File: src/core/sledp_pkg.sv
package sledp_pkg;

    // ------------------------------------------------------------
    // register map
    // ------------------------------------------------------------
    // printed offsets are word indices; byte address is four times the index
    localparam logic [15:0] IDX_OUT_ONE_CFG = 16'h404C;
    localparam logic [15:0] IDX_OUT_TWO_CFG = 16'h404D;
    localparam logic [15:0] IDX_STATUS = 16'h404E;
    localparam int ADDR_W = 18;
    localparam int IDX_LSB = 2;
    localparam int REG_W = 16;
    localparam logic [15:0] CFG_RESET = 16'hC026;
    localparam logic [15:0] CFG_WMASK = 16'hC33F;

    // ------------------------------------------------------------
    // field positions
    // ------------------------------------------------------------
    localparam int SRC_LSB = 14;
    localparam int MODE_LSB = 8;
    localparam int LEN_LSB = 4;
    localparam int DUR_LSB = 2;
    localparam int RATIO_LSB = 0;
    localparam int ST_OUT_ONE = 0;
    localparam int ST_OUT_TWO = 1;
    localparam int ST_OTP_DONE = 2;
    localparam int ST_OTP_ERR = 3;

    // ------------------------------------------------------------
    // codes
    // ------------------------------------------------------------
    localparam logic [1:0] SRC_OFF = 2'h0;
    localparam logic [1:0] SRC_POWER = 2'h1;
    localparam logic [1:0] SRC_CHARGER = 2'h2;
    localparam logic [1:0] SRC_MANUAL = 2'h3;
    localparam logic [1:0] MODE_OFF = 2'h0;
    localparam logic [1:0] MODE_CONST = 2'h1;
    localparam logic [1:0] MODE_CONT = 2'h2;
    localparam logic [1:0] MODE_SEQ = 2'h3;
    localparam logic [1:0] DUR_1S = 2'h0;
    localparam logic [1:0] DUR_250MS = 2'h1;
    localparam logic [1:0] RATIO_1_1 = 2'h0;
    localparam logic [1:0] RATIO_1_2 = 2'h1;
    localparam logic [1:0] RATIO_1_3 = 2'h2;
    localparam logic [1:0] RATIO_1_7 = 2'h3;
    localparam logic [1:0] LEN_4 = 2'h2;
    localparam logic [1:0] ZERO2 = 2'h0;

    // ------------------------------------------------------------
    // timing: one tick is the shortest on time
    // ------------------------------------------------------------
    localparam int CLK_MHZ = 125;
    localparam int TICK_TIME_US = 62500;
    localparam int TICK_CYCLES = TICK_TIME_US * CLK_MHZ;
    localparam logic [4:0] TICKS_1S = 5'h10;
    localparam logic [4:0] TICKS_250MS = 5'h04;
    localparam logic [4:0] TICKS_125MS = 5'h02;
    localparam logic [4:0] TICKS_62MS = 5'h01;
    localparam logic [2:0] MULT_1 = 3'h1;
    localparam logic [2:0] MULT_2 = 3'h2;
    localparam logic [2:0] MULT_3 = 3'h3;
    localparam logic [2:0] MULT_7 = 3'h7;
    localparam logic [2:0] PULSES_1 = 3'h1;
    localparam logic [2:0] PULSES_2 = 3'h2;
    localparam logic [2:0] PULSES_4 = 3'h4;
    localparam logic [2:0] PULSES_7 = 3'h7;

    // pattern descriptor {mode, len, dur, ratio}
    localparam int DESC_W = 8;

endpackage : sledp_pkg

File: src/core/sledp_top.sv
// How it works
// - two-bit source picks off, power, charger, manual
// - outputs are plain digital on/off levels
// - source patterns only in ON or SLEEP; the code also shows them while power_seq_fail is set
// - auto-program complete lights output one
// - auto-program error lights output two
// - auto-program indication overrides every source
// - auto-program indication held until reset
// - sequence failure: four 1s pulses, 1:1
// - supply low: 250ms on, 1:3, continuous
// - ON constant; SLEEP 250ms on, 1:7
// - priority: failure, supply low, ON, SLEEP
// - charge complete constant; charging 1s, 1:2
// - manual pattern: off, constant, continuous, sequence
// - manual on time and ratio selections
// - manual sequence 1,2,4,7 pulses, then off
//
// Added by the designer: the APB register port.
`timescale 1ns/1ns
module sledp_top #(
    parameter int TICK_CYCLES = sledp_pkg::TICK_CYCLES
) (
    // clock and reset
    input wire logic pclk,
    input wire logic presetn,
    // apb slave
    input wire logic psel,
    input wire logic penable,
    input wire logic pwrite,
    input wire logic [17:0] paddr,
    input wire logic [31:0] pwdata,
    output logic [31:0] prdata,
    output logic pready,
    output logic pslverr,
    // power state and supply status
    input wire logic state_on,
    input wire logic state_sleep,
    input wire logic power_seq_fail,
    input wire logic supply_low,
    // charger status
    input wire logic charge_complete,
    input wire logic charge_active,
    // one-time-programmable auto-program status
    input wire logic otp_prog_done,
    input wire logic otp_prog_error,
    // indicator outputs
    output logic status_output_one,
    output logic status_output_two,
    // failure sequence emitted, power state may go to OFF
    output logic seq_fail_shown
);

    // ------------------------------------------------------------
    // pattern selection
    // ------------------------------------------------------------
    function automatic logic [7:0] make_desc(input logic [1:0] mode, input logic [1:0] len,
                                             input logic [1:0] dur, input logic [1:0] ratio);
        make_desc = {mode, len, dur, ratio};
    endfunction : make_desc

    function automatic logic [7:0] power_desc(input logic fail, input logic low,
                                              input logic on, input logic sleep);
        if (fail) begin
            power_desc = make_desc(sledp_pkg::MODE_SEQ, sledp_pkg::LEN_4, sledp_pkg::DUR_1S,
                                   sledp_pkg::RATIO_1_1);
        end else if (low) begin
            power_desc = make_desc(sledp_pkg::MODE_CONT, sledp_pkg::ZERO2, sledp_pkg::DUR_250MS,
                                   sledp_pkg::RATIO_1_3);
        end else if (on) begin
            power_desc = make_desc(sledp_pkg::MODE_CONST, sledp_pkg::ZERO2, sledp_pkg::ZERO2,
                                   sledp_pkg::ZERO2);
        end else if (sleep) begin
            power_desc = make_desc(sledp_pkg::MODE_CONT, sledp_pkg::ZERO2, sledp_pkg::DUR_250MS,
                                   sledp_pkg::RATIO_1_7);
        end else begin
            power_desc = '0;
        end
    endfunction : power_desc

    function automatic logic [7:0] charger_desc(input logic done, input logic active);
        if (done) begin
            charger_desc = make_desc(sledp_pkg::MODE_CONST, sledp_pkg::ZERO2, sledp_pkg::ZERO2,
                                     sledp_pkg::ZERO2);
        end else if (active) begin
            charger_desc = make_desc(sledp_pkg::MODE_CONT, sledp_pkg::ZERO2, sledp_pkg::DUR_1S,
                                     sledp_pkg::RATIO_1_2);
        end else begin
            charger_desc = '0;
        end
    endfunction : charger_desc

    function automatic logic [7:0] select_desc(input logic [15:0] cfg, input logic [7:0] pwr,
                                               input logic [7:0] chg, input logic allowed);
        logic [1:0] src;
        src = cfg[sledp_pkg::SRC_LSB +: 2];
        select_desc = '0;
        if (allowed) begin
            case (src)
                sledp_pkg::SRC_OFF: select_desc = '0;
                sledp_pkg::SRC_POWER: select_desc = pwr;
                sledp_pkg::SRC_CHARGER: select_desc = chg;
                sledp_pkg::SRC_MANUAL: select_desc = make_desc(cfg[sledp_pkg::MODE_LSB +: 2],
                                                               cfg[sledp_pkg::LEN_LSB +: 2],
                                                               cfg[sledp_pkg::DUR_LSB +: 2],
                                                               cfg[sledp_pkg::RATIO_LSB +: 2]);
                default: select_desc = '0;
            endcase
        end
    endfunction : select_desc

    function automatic logic is_src(input logic [15:0] cfg, input logic [1:0] code);
        is_src = (cfg[sledp_pkg::SRC_LSB +: 2] == code);
    endfunction : is_src

    // ------------------------------------------------------------
    // apb decode
    // ------------------------------------------------------------
    logic [15:0] cfg_one_q;
    logic [15:0] cfg_two_q;
    logic [15:0] status_word;
    logic [15:0] word_idx;
    logic hit_one;
    logic hit_two;
    logic hit_status;
    logic mapped;
    logic setup;
    logic access_wr;
    logic [31:0] rdata_d;
    logic [31:0] prdata_q;
    logic pslverr_q;

    assign word_idx = paddr[sledp_pkg::ADDR_W-1:sledp_pkg::IDX_LSB];
    assign hit_one = (word_idx == sledp_pkg::IDX_OUT_ONE_CFG);
    assign hit_two = (word_idx == sledp_pkg::IDX_OUT_TWO_CFG);
    assign hit_status = (word_idx == sledp_pkg::IDX_STATUS);
    // misaligned addresses count as unmapped
    assign mapped = (hit_one || hit_two || hit_status) && (paddr[1:0] == 2'h0);
    assign setup = psel && !penable;
    assign access_wr = psel && penable && pwrite && mapped;
    assign pready = 1'b1;
    assign prdata = prdata_q;
    assign pslverr = pslverr_q;

    always_comb begin
        rdata_d = '0;
        if (hit_one) begin
            rdata_d = {16'h0000, cfg_one_q};
        end else if (hit_two) begin
            rdata_d = {16'h0000, cfg_two_q};
        end else if (hit_status) begin
            rdata_d = {16'h0000, status_word};
        end
    end

    // read data and error are captured in setup so the access phase has no wait state
    always_ff @(posedge pclk or negedge presetn) begin
        if (!presetn) begin
            prdata_q <= '0;
            pslverr_q <= 1'b0;
        end else if (setup) begin
            prdata_q <= (mapped && !pwrite) ? rdata_d : 32'h0000_0000;
            pslverr_q <= !mapped;
        end
    end

    // ------------------------------------------------------------
    // configuration registers
    // ------------------------------------------------------------
    always_ff @(posedge pclk or negedge presetn) begin
        if (!presetn) begin
            cfg_one_q <= sledp_pkg::CFG_RESET;
        end else if (access_wr && hit_one) begin
            cfg_one_q <= pwdata[15:0] & sledp_pkg::CFG_WMASK;
        end
    end

    always_ff @(posedge pclk or negedge presetn) begin
        if (!presetn) begin
            cfg_two_q <= sledp_pkg::CFG_RESET;
        end else if (access_wr && hit_two) begin
            cfg_two_q <= pwdata[15:0] & sledp_pkg::CFG_WMASK;
        end
    end

    // ------------------------------------------------------------
    // auto-program indication, sticky until reset
    // ------------------------------------------------------------
    logic otp_done_q;
    logic otp_err_q;

    always_ff @(posedge pclk or negedge presetn) begin
        if (!presetn) begin
            otp_done_q <= 1'b0;
            otp_err_q <= 1'b0;
        end else begin
            otp_done_q <= otp_done_q || otp_prog_done;
            otp_err_q <= otp_err_q || otp_prog_error;
        end
    end

    // ------------------------------------------------------------
    // pattern engines
    // ------------------------------------------------------------
    logic allowed;
    logic [7:0] pwr_desc;
    logic [7:0] chg_desc;
    logic [7:0] desc_one;
    logic [7:0] desc_two;
    logic level_one;
    logic level_two;
    logic done_one;
    logic done_two;
    logic fail_one_q;
    logic fail_two_q;

    // failure pattern must still run while the power state is leaving ON
    assign allowed = state_on || state_sleep || power_seq_fail;
    assign pwr_desc = power_desc(power_seq_fail, supply_low, state_on, state_sleep);
    assign chg_desc = charger_desc(charge_complete, charge_active);
    assign desc_one = select_desc(cfg_one_q, pwr_desc, chg_desc, allowed);
    assign desc_two = select_desc(cfg_two_q, pwr_desc, chg_desc, allowed);

    sledp_channel #(
        .TICK_CYCLES(TICK_CYCLES)
    ) u_chan_one (
        .pclk(pclk),
        .presetn(presetn),
        .desc(desc_one),
        .level_q(level_one),
        .seq_done_q(done_one)
    );

    sledp_channel #(
        .TICK_CYCLES(TICK_CYCLES)
    ) u_chan_two (
        .pclk(pclk),
        .presetn(presetn),
        .desc(desc_two),
        .level_q(level_two),
        .seq_done_q(done_two)
    );

    // remember which channel was running the failure pattern when its sequence ends
    always_ff @(posedge pclk or negedge presetn) begin
        if (!presetn) begin
            fail_one_q <= 1'b0;
            fail_two_q <= 1'b0;
        end else begin
            fail_one_q <= power_seq_fail && allowed && is_src(cfg_one_q, sledp_pkg::SRC_POWER);
            fail_two_q <= power_seq_fail && allowed && is_src(cfg_two_q, sledp_pkg::SRC_POWER);
        end
    end

    // ------------------------------------------------------------
    // outputs
    // ------------------------------------------------------------
    always_ff @(posedge pclk or negedge presetn) begin
        if (!presetn) begin
            status_output_one <= 1'b0;
            status_output_two <= 1'b0;
            seq_fail_shown <= 1'b0;
        end else begin
            status_output_one <= otp_done_q || level_one;
            status_output_two <= otp_err_q || level_two;
            seq_fail_shown <= (done_one && fail_one_q) || (done_two && fail_two_q);
        end
    end

    assign status_word = {12'h000, otp_err_q, otp_done_q, status_output_two, status_output_one};

endmodule : sledp_top

File: src/core/sledp_channel.sv
`timescale 1ns/1ns
module sledp_channel #(
    parameter int TICK_CYCLES = sledp_pkg::TICK_CYCLES
) (
    // clock and reset
    input wire logic pclk,
    input wire logic presetn,
    // pattern descriptor {mode, len, dur, ratio}
    input wire logic [7:0] desc,
    // indicator level and end of a pulse sequence
    output logic level_q,
    output logic seq_done_q
);

    localparam int PRE_W = (TICK_CYCLES > 1) ? $clog2(TICK_CYCLES) : 1;
    localparam logic [PRE_W-1:0] PRE_LAST = PRE_W'(TICK_CYCLES - 1);

    typedef enum logic [3:0] {
        ST_IDLE = 4'h1,
        ST_ON = 4'h2,
        ST_OFF = 4'h4,
        ST_HOLD = 4'h8
    } sledp_state_t;

    // ------------------------------------------------------------
    // field decoding
    // ------------------------------------------------------------
    function automatic logic [4:0] on_ticks(input logic [1:0] dur);
        case (dur)
            2'h0: on_ticks = sledp_pkg::TICKS_1S;
            2'h1: on_ticks = sledp_pkg::TICKS_250MS;
            2'h2: on_ticks = sledp_pkg::TICKS_125MS;
            default: on_ticks = sledp_pkg::TICKS_62MS;
        endcase
    endfunction : on_ticks

    function automatic logic [2:0] off_mult(input logic [1:0] ratio);
        case (ratio)
            sledp_pkg::RATIO_1_1: off_mult = sledp_pkg::MULT_1;
            sledp_pkg::RATIO_1_2: off_mult = sledp_pkg::MULT_2;
            sledp_pkg::RATIO_1_3: off_mult = sledp_pkg::MULT_3;
            default: off_mult = sledp_pkg::MULT_7;
        endcase
    endfunction : off_mult

    function automatic logic [2:0] pulses(input logic [1:0] len);
        case (len)
            2'h0: pulses = sledp_pkg::PULSES_1;
            2'h1: pulses = sledp_pkg::PULSES_2;
            2'h2: pulses = sledp_pkg::PULSES_4;
            default: pulses = sledp_pkg::PULSES_7;
        endcase
    endfunction : pulses

    logic [1:0] mode;
    logic [4:0] on_len;
    logic [7:0] off_len;
    logic [2:0] seq_len;
    logic [7:0] desc_q;
    logic restart;
    logic [PRE_W-1:0] pre_q;
    logic tick;
    logic [7:0] ticks_q;
    logic [2:0] count_q;
    sledp_state_t state_q;
    sledp_state_t start_state;

    assign mode = desc[7:6];
    assign on_len = on_ticks(desc[3:2]);
    assign off_len = 8'(on_len * off_mult(desc[1:0]));
    assign seq_len = pulses(desc[5:4]);
    assign restart = (desc != desc_q);
    assign tick = (pre_q == PRE_LAST);

    always_comb begin
        case (mode)
            sledp_pkg::MODE_OFF: start_state = ST_IDLE;
            sledp_pkg::MODE_CONST: start_state = ST_HOLD;
            default: start_state = ST_ON;
        endcase
    end

    // ------------------------------------------------------------
    // tick prescaler, restarted with the pattern
    // ------------------------------------------------------------
    always_ff @(posedge pclk or negedge presetn) begin
        if (!presetn) begin
            desc_q <= '0;
        end else begin
            desc_q <= desc;
        end
    end

    always_ff @(posedge pclk or negedge presetn) begin
        if (!presetn) begin
            pre_q <= '0;
        end else if (restart || tick) begin
            pre_q <= '0;
        end else begin
            pre_q <= pre_q + 1'b1;
        end
    end

    // ------------------------------------------------------------
    // on/off phase engine
    // ------------------------------------------------------------
    always_ff @(posedge pclk or negedge presetn) begin
        if (!presetn) begin
            state_q <= ST_IDLE;
            ticks_q <= '0;
            count_q <= '0;
            seq_done_q <= 1'b0;
        end else begin
            seq_done_q <= 1'b0;
            if (restart) begin
                state_q <= start_state;
                ticks_q <= '0;
                count_q <= '0;
            end else if (tick) begin
                case (state_q)
                    ST_ON: begin
                        if (ticks_q == 8'(on_len - 1'b1)) begin
                            state_q <= ST_OFF;
                            ticks_q <= '0;
                        end else begin
                            ticks_q <= ticks_q + 1'b1;
                        end
                    end
                    ST_OFF: begin
                        if (ticks_q == off_len - 1'b1) begin
                            ticks_q <= '0;
                            // finished sequence stays dark until the pattern changes
                            if (mode == sledp_pkg::MODE_SEQ && count_q == seq_len - 1'b1) begin
                                state_q <= ST_IDLE;
                                seq_done_q <= 1'b1;
                            end else begin
                                state_q <= ST_ON;
                                count_q <= count_q + 1'b1;
                            end
                        end else begin
                            ticks_q <= ticks_q + 1'b1;
                        end
                    end
                    default: begin
                        state_q <= state_q;
                    end
                endcase
            end
        end
    end

    always_ff @(posedge pclk or negedge presetn) begin
        if (!presetn) begin
            level_q <= 1'b0;
        end else begin
            level_q <= (state_q == ST_ON) || (state_q == ST_HOLD);
        end
    end

endmodule : sledp_channel

File: config.mk
export PLATFORM = sky130hd
export DESIGN_NAME = sledp_top
export DESIGN_NICKNAME = d
export VERILOG_FILES = /design/src/core/sledp_pkg.sv /design/src/core/sledp_top.sv /design/src/core/sledp_channel.sv
export SDC_FILE = /design/constraint.sdc
export NUM_CORES = 1
export LEC_CHECK = 0
export ABC_AREA = 0
export BUFFER_PORTS_ARGS = -buffer_cell sky130_fd_sc_hd__buf_2
export CORE_UTILIZATION = 45
export CTS_BUF_LIST = sky130_fd_sc_hd__clkbuf_8
export DETAILED_ROUTE_END_ITERATION = 16
export GPL_TIMING_DRIVEN = 1
export PLACE_DENSITY = 0.65
export SYNTH_ARGS = -nofsm -noshare
export SYNTH_HDL_FRONTEND = slang
export SYNTH_SLANG_ARGS = --single-unit
File: constraint.sdc
create_clock -name pclk -period 5.4 [get_ports pclk]
set_clock_uncertainty 0.05 [all_clocks]
set_input_delay 0.54 -clock pclk [delete_from_list [all_inputs] [get_ports pclk]]
set_output_delay 0.54 -clock pclk [all_outputs]
set_load 0.01 [all_outputs]
Word-level counts from Yosys, hierarchy flattened
Index checks and enable logic that the tools add are counted.
Storage, ports and cells
  flip-flop bits (word level): 156
  input port bits: 63
  output and inout bits: 37
Cells by class
  add/sub/neg operators: 12
  equality and inequality tests: 47
  multipliers: 2
  reduce and logical (&&, ||, !) cells: 56
  multiplexer cells: 66
Operator list (number)
  8-bit 2-to-1 mux: 16
  32-bit 2-to-1 mux: 3
  8-bit case mux with 4 select lines: 2
  16-bit by 15-bit == test with 1-bit output (second input constant): 3
  23-bit by 1-bit adder with 23-bit output (second input constant): 2
  23-bit == test (second input constant): 2
  23-bit 2-to-1 mux: 2
  4-bit 2-to-1 mux: 9
  3-bit case mux with 3 select lines: 4
  8-bit == test: 4
  4-bit case mux with 2 select lines: 4
  8-bit case mux with 2 select lines: 2
  3-bit 2-to-1 mux: 10
  5-bit case mux with 3 select lines: 2
  2-bit == test (second input constant): 12
  2-bit zero test: 11
  2-bit by 1-bit == test with 1-bit output (second input constant): 10
  8-bit by 1-bit adder with 8-bit output (second input constant): 2
  5-bit by 3-bit multiplier with 8-bit output: 2
  8-bit inequality test: 2
  4-bit AND reduction: 4
  8-bit by 1-bit subtractor with 8-bit output (second input constant): 2
  1-bit logical AND: 15
  1-bit logical OR: 13
  15 further kinds: 45

Longest topological paths before layout
  word-level depth: 16
  gate-level depth with buffers: 20

By module
Synthesis repeated with hierarchy kept, for this count alone.
Unflattened totals
  cell total of the unflattened synthesis: 841
  area total of the unflattened synthesis: 8290.5 µm²
By module, submodules not included
  sledp_channel at u_chan_two: area each 3052.9 µm², cells each 329, instances 1
  sledp_channel at u_chan_one: area each 3015.4 µm², cells each 303, instances 1
  sledp_top: area each 2222.1 µm², cells each 209, instances 1

Worst setup path before layout
Ideal clock, no wire load.
  path type: in2reg
  from: input state_on
  to: register u_chan_two.state_q[1]
  stages: 17
  library setup time: 0.128 ns
  buffers on the path: 1
  path slack: 0.310 ns
  arrival: 4.912 ns
  data required time: 5.222 ns
  cell sequence: buf_6 > nand2b_4 > a2111o_1 > o21ai_0 > nand2_1 > ha_1 > fa_1 > inv_1 > fa_1 > a211oi_1 > nor2_1 > xnor2_1 > or4_1 > a2111oi_4 > nor2_2 > o21bai_2 > mux2_1
Between the ends
  longest elaborated chain between the ends: 15
  elaborated cells on any way between the ends: 42
Ends and longest elaborated chain
  start, declared: line sledp_top.sv:36  | input wire logic state_on,
  8-bit 2-to-1 mux: line sledp_top.sv:69  | end else if (on) begin
  8-bit 2-to-1 mux: line sledp_top.sv:66  | end else if (low) begin
  8-bit 2-to-1 mux: line sledp_top.sv:63  | if (fail) begin
  8-bit case mux with 4 select lines: line sledp_top.sv:98  | case (src)
  8-bit 2-to-1 mux *: line sledp_top.sv:97  | if (allowed) begin
  branches (longest 10 deep; another with 5-bit by 3-bit multiplier with 8-bit output)
  end signal, assigned: line sledp_channel.sv:116  | state_q <= start_state;
  end signal, assigned: line sledp_channel.sv:145  | state_q <= state_q;
  end, declared: line sledp_channel.sv:65  | sledp_state_t state_q;
Mark *: on every way between the ends. The select of a mux whose other input is x is not followed.
A chain may end at the register's enable or synchronous reset.

Worst setup path after layout
  from: register cfg_two_q[15]
  to: register u_chan_two.state_q[1]
Between the ends
  longest elaborated chain between the ends: 13
  elaborated cells on any way between the ends: 41
Ends and longest elaborated chain
  start, declared: line sledp_top.sv:119  | logic [15:0] cfg_two_q;
  start signal, assigned: line sledp_top.sv:179  | cfg_two_q <= sledp_pkg::CFG_RESET;
  start signal, assigned: line sledp_top.sv:181  | cfg_two_q <= pwdata[15:0] & sledp_pkg::CFG_WMASK;
  2-bit == test, or another cell as far along: line sledp_top.sv:98
  8-bit case mux with 4 select lines *: line sledp_top.sv:98
  8-bit 2-to-1 mux *: line sledp_top.sv:97
  branches (longest 10 deep; another with 5-bit by 3-bit multiplier with 8-bit output)
Marks and branches as above.

==> flow_summary_export.csv <==
group,metric,value,unit
synth,synthArstFlopShare,100,%
sta,whs,84.7,ps
detailed_routing,num_vias,6407,
sta,finalSetupViolations,0,
synth,yosysTopAreaCell,"dfrtp_1",
setup_path,cp.arrival,5390,ps
detailed_routing,dr.pass1.iters,10,
sta,fmax,0.196,GHz
synth,yosysSeqAreaShare,39.3,%
die,die_w,140,µm
setup_path,critPathLaunchType,"flip-flop",
detailed_routing,vias_per_cell,5.34,
detailed_routing,wl,17.9,mm
cells_and_area,fillers,1741,
grt,first_global_vias,6375,
power,total_power,2.22,mW
die,die-height,140,µm
clock_network,path_clk_slew,80,ps
grt,antenna_found_initial,1,
placed_design,gp_congestion,0.830,
sta,finalSetupTns,0,ps
placed_design,port_buffers,54,
sta,worst_slew_pin_slew,1260,ps
synth,synth_edf_count,0,
grt,grt_max_degree,83,
clock_network,cts_tree,"done",
synth,netlist_area,8570,µm²
power,power_density,234,nW/µm²
synth,ys_ff_latch,134,
run_status,status,"complete, but fails checks",
detailed_routing,wl_per_cell,14.9,µm
setup_path,worstSetupEndpointType,"flip-flop",
clock_network,cts_hold_buffers,0,
sta,relSlewSlack,14.9,%
sta,rsz0062_at_grt,"no",
min_path,worstHoldPathType,"input pin to asynchronous set/reset pin",
clock_network,clockBufferDepth,2,
cells_and_area,drive_gt1_share,20.6,%
grt,grt.total_usage,19.8,%
die,start_util,45.8,%
cells_and_area,seqCellArea,3370,µm²
synth,synth.distinct_cells,89,
cells_and_area,fin_nets,1052,
clock_network,clkLatencyLatePin,450,ps
die,io_pins,100,
synth,synth_top_cell_area_share,35.6,%
die,core,18700,µm²
grt,overflow,0,
clock_network,cts_num_sinks,134,
cells_and_area,areaGrowthSynthToFinish,10.6,%
detailed_routing,drc,1,
setup_path,ff2ff_path_depth,16,
cells_and_area,multi_input_area,4820,µm²
grt,grt_pass1_wl,31.2,mm
power,leakagePower,4.22,nW
synth,yosys-top-cells-area,"dfrtp_1 36%, xor2_1 5.4%, ha_1 4.7%",
sta,period_minus_slack,5110,ps
setup_path,crit_fanout,12,
placed_design,post-dp-hpwl,13.0,mm
clock_network,htree_num_levels,4,
clock_network,cts_root_buf,"clkbuf_8",
job,max-cap-violations,0,
detailed_routing,drt_iter0_drc,340,
synth,synthCells,888,
clock_network,cts_buffers,17,
die,die_area,19600,µm²
power,ir_drop,116,µV
setup_path,crit_type,"flip-flop to flip-flop",
setup_path,worstPathRequired,5680,ps
sta,slew_viol_final,0,
synth,yosysWarnings,0,
synth,synth_flop_cell,"dfrtp_1",
sta,hold_viol,0,
synth,syn-mean-instance-area,9.65,µm²
die,rows,50,
run_status,violations,"design-rule violations",
detailed_routing,antenna_left,0,
sta,post-route-period-util,94.7,%
[where the power goes]
part / total (mW) / internal, mW / leakage (nW) / switching (mW)
combinational: 0.229 / 0.0939 / 2.26 / 0.135
clock: 0.883 / 0.479 / 0.213 / 0.405
sequential: 1.11 / 1.05 / 1.75 / 0.0555
[Yosys cell counts, drive strengths merged (5+ instances only)]
| master | n |
|---|---|
| dfrtp | 122 |
| nor2 | 101 |
| nand2 | 87 |
| xor2 | 54 |
| inv | 42 |
| buf | 40 |
| nand3 | 40 |
| xnor2 | 37 |
| ha | 32 |
| o21ai | 31 |
| mux2 | 27 |
| nand4 | 26 |
| nor3 | 22 |
| and2 | 19 |
| mux2i | 17 |
| a21oi | 13 |
| a31oi | 12 |
| dfstp | 12 |
| or2 | 12 |
| clkbuf | 11 |
| nor2b | 11 |
| and3 | 10 |
| nand2b | 7 |
| nor4 | 7 |
| or4 | 7 |
| fa | 6 |
| nor4b | 6 |
| a211oi | 5 |
| a21o | 5 |
| a22o | 5 |
[state kept, by name, summed over array words and instances (netlist names), 3 cells and up]
name	cells
u_chan_two.count_q	3
prdata	10
u_chan_one.pre_q	23
cfg_one_q	10
u_chan_one.ticks_q	8
u_chan_one.desc_q	8
u_chan_two.desc_q	8
u_chan_two.ticks_q	8
u_chan_two.pre_q	23
cfg_two_q	10
u_chan_two.state_q	4
u_chan_one.count_q	3
u_chan_one.state_q	4
[per-stage QoR]
step	instance area, µm²	util (%)	worst slack, ps	cells
final	9480	50.7	288	1199
after detailed placement	9010	48.2	78.9	1163
after global routing	9480	50.7	3.32	1199
after CTS	9430	50.4	47.8	1195
after floorplan	8650	-	310	909
after global placement	9010	48.2	128	1163
[final timing paths]
check,from,endpoint,slack [ps]
min in group pclk,otp_prog_done,otp_done_q,230
min reg2reg,pslverr,pslverr,430
max,cfg_two_q[15],u_chan_two.state_q[1],290
max reg2reg,cfg_two_q[15],u_chan_two.state_q[1],290
max in group asynchronous,presetn,u_chan_one.pre_q[17],4020
min,presetn,cfg_two_q[4],80
[area by class of cell]
type | instances | share of cell area, %
inverters | 42 | 1.66
flip-flops and latches | 134 | 35.5
diodes | 1 | 0.0264
repair buffers | 74 | 4.50
clock buffers | 19 | 2.76
well taps | 234 | 3.09
clock inverters | 13 | 1.64
multi-input cells | 682 | 50.8
[logic make-up (layout without fill, tap and decap cells)]
logic type	Yosys count	in the layout	synth area share [%]
and+or+nand+nor	373	373	24.0
DFF	134	134	39.3
AOI/OAI and AO/OA	113	113	9.85
buffers and inverters	93	148	5.81
xor gates and xnor gates	91	91	9.38
muxes	44	44	5.53
adders and majority gates	38	38	6.07
other	2	24	0.0876
[cells in the final DEF, fill, tap and decap left out, types with 21 or more instances in the layout]
| cell type | n |
|---|---|
| nor3_1 | 21 |
| conb_1 | 23 |
| dfrtp_1 | 122 |
| nand2_1 | 86 |
| ha_1 | 32 |
| buf_2 | 53 |
| o21ai_0 | 28 |
| xnor2_1 | 37 |
| mux2_2 | 22 |
| xor2_1 | 53 |
| nand3_1 | 39 |
| nand4_1 | 25 |
| nor2_1 | 80 |
| inv_1 | 41 |
[critical path: stages, from the launching register on]
cell and delay, ps:
dfstp_2 670, nor2_1 140, a2111o_1 480, o21ai_1 210
nand2_1 80, ha_1 300, fa_1 500, inv_1 60
fa_1 470, a211oi_2 230, nor2_1 90, xnor2_1 130
or4_1 550, a2111oi_4 350, nor2_2 100, o21bai_2 210
mux2_1 360
[timing repair]
item | CTS | global route
buffers inserted | 0 | 3
hold endpoints to repair | 0 | 0
endpoints found under the setup margin | 0 | 20
resized for setup | 0 | 7
[metal layers]
layer	vias to the layer above	routed length [µm]	track usage, %
li1	3179	-	-
met1	3083	8780	26.6
met4	0	276	6.19
met5	-	0	0
met2	128	8270	32.3
met3	17	562	3.66
Power figures use the tool's default switching activity.
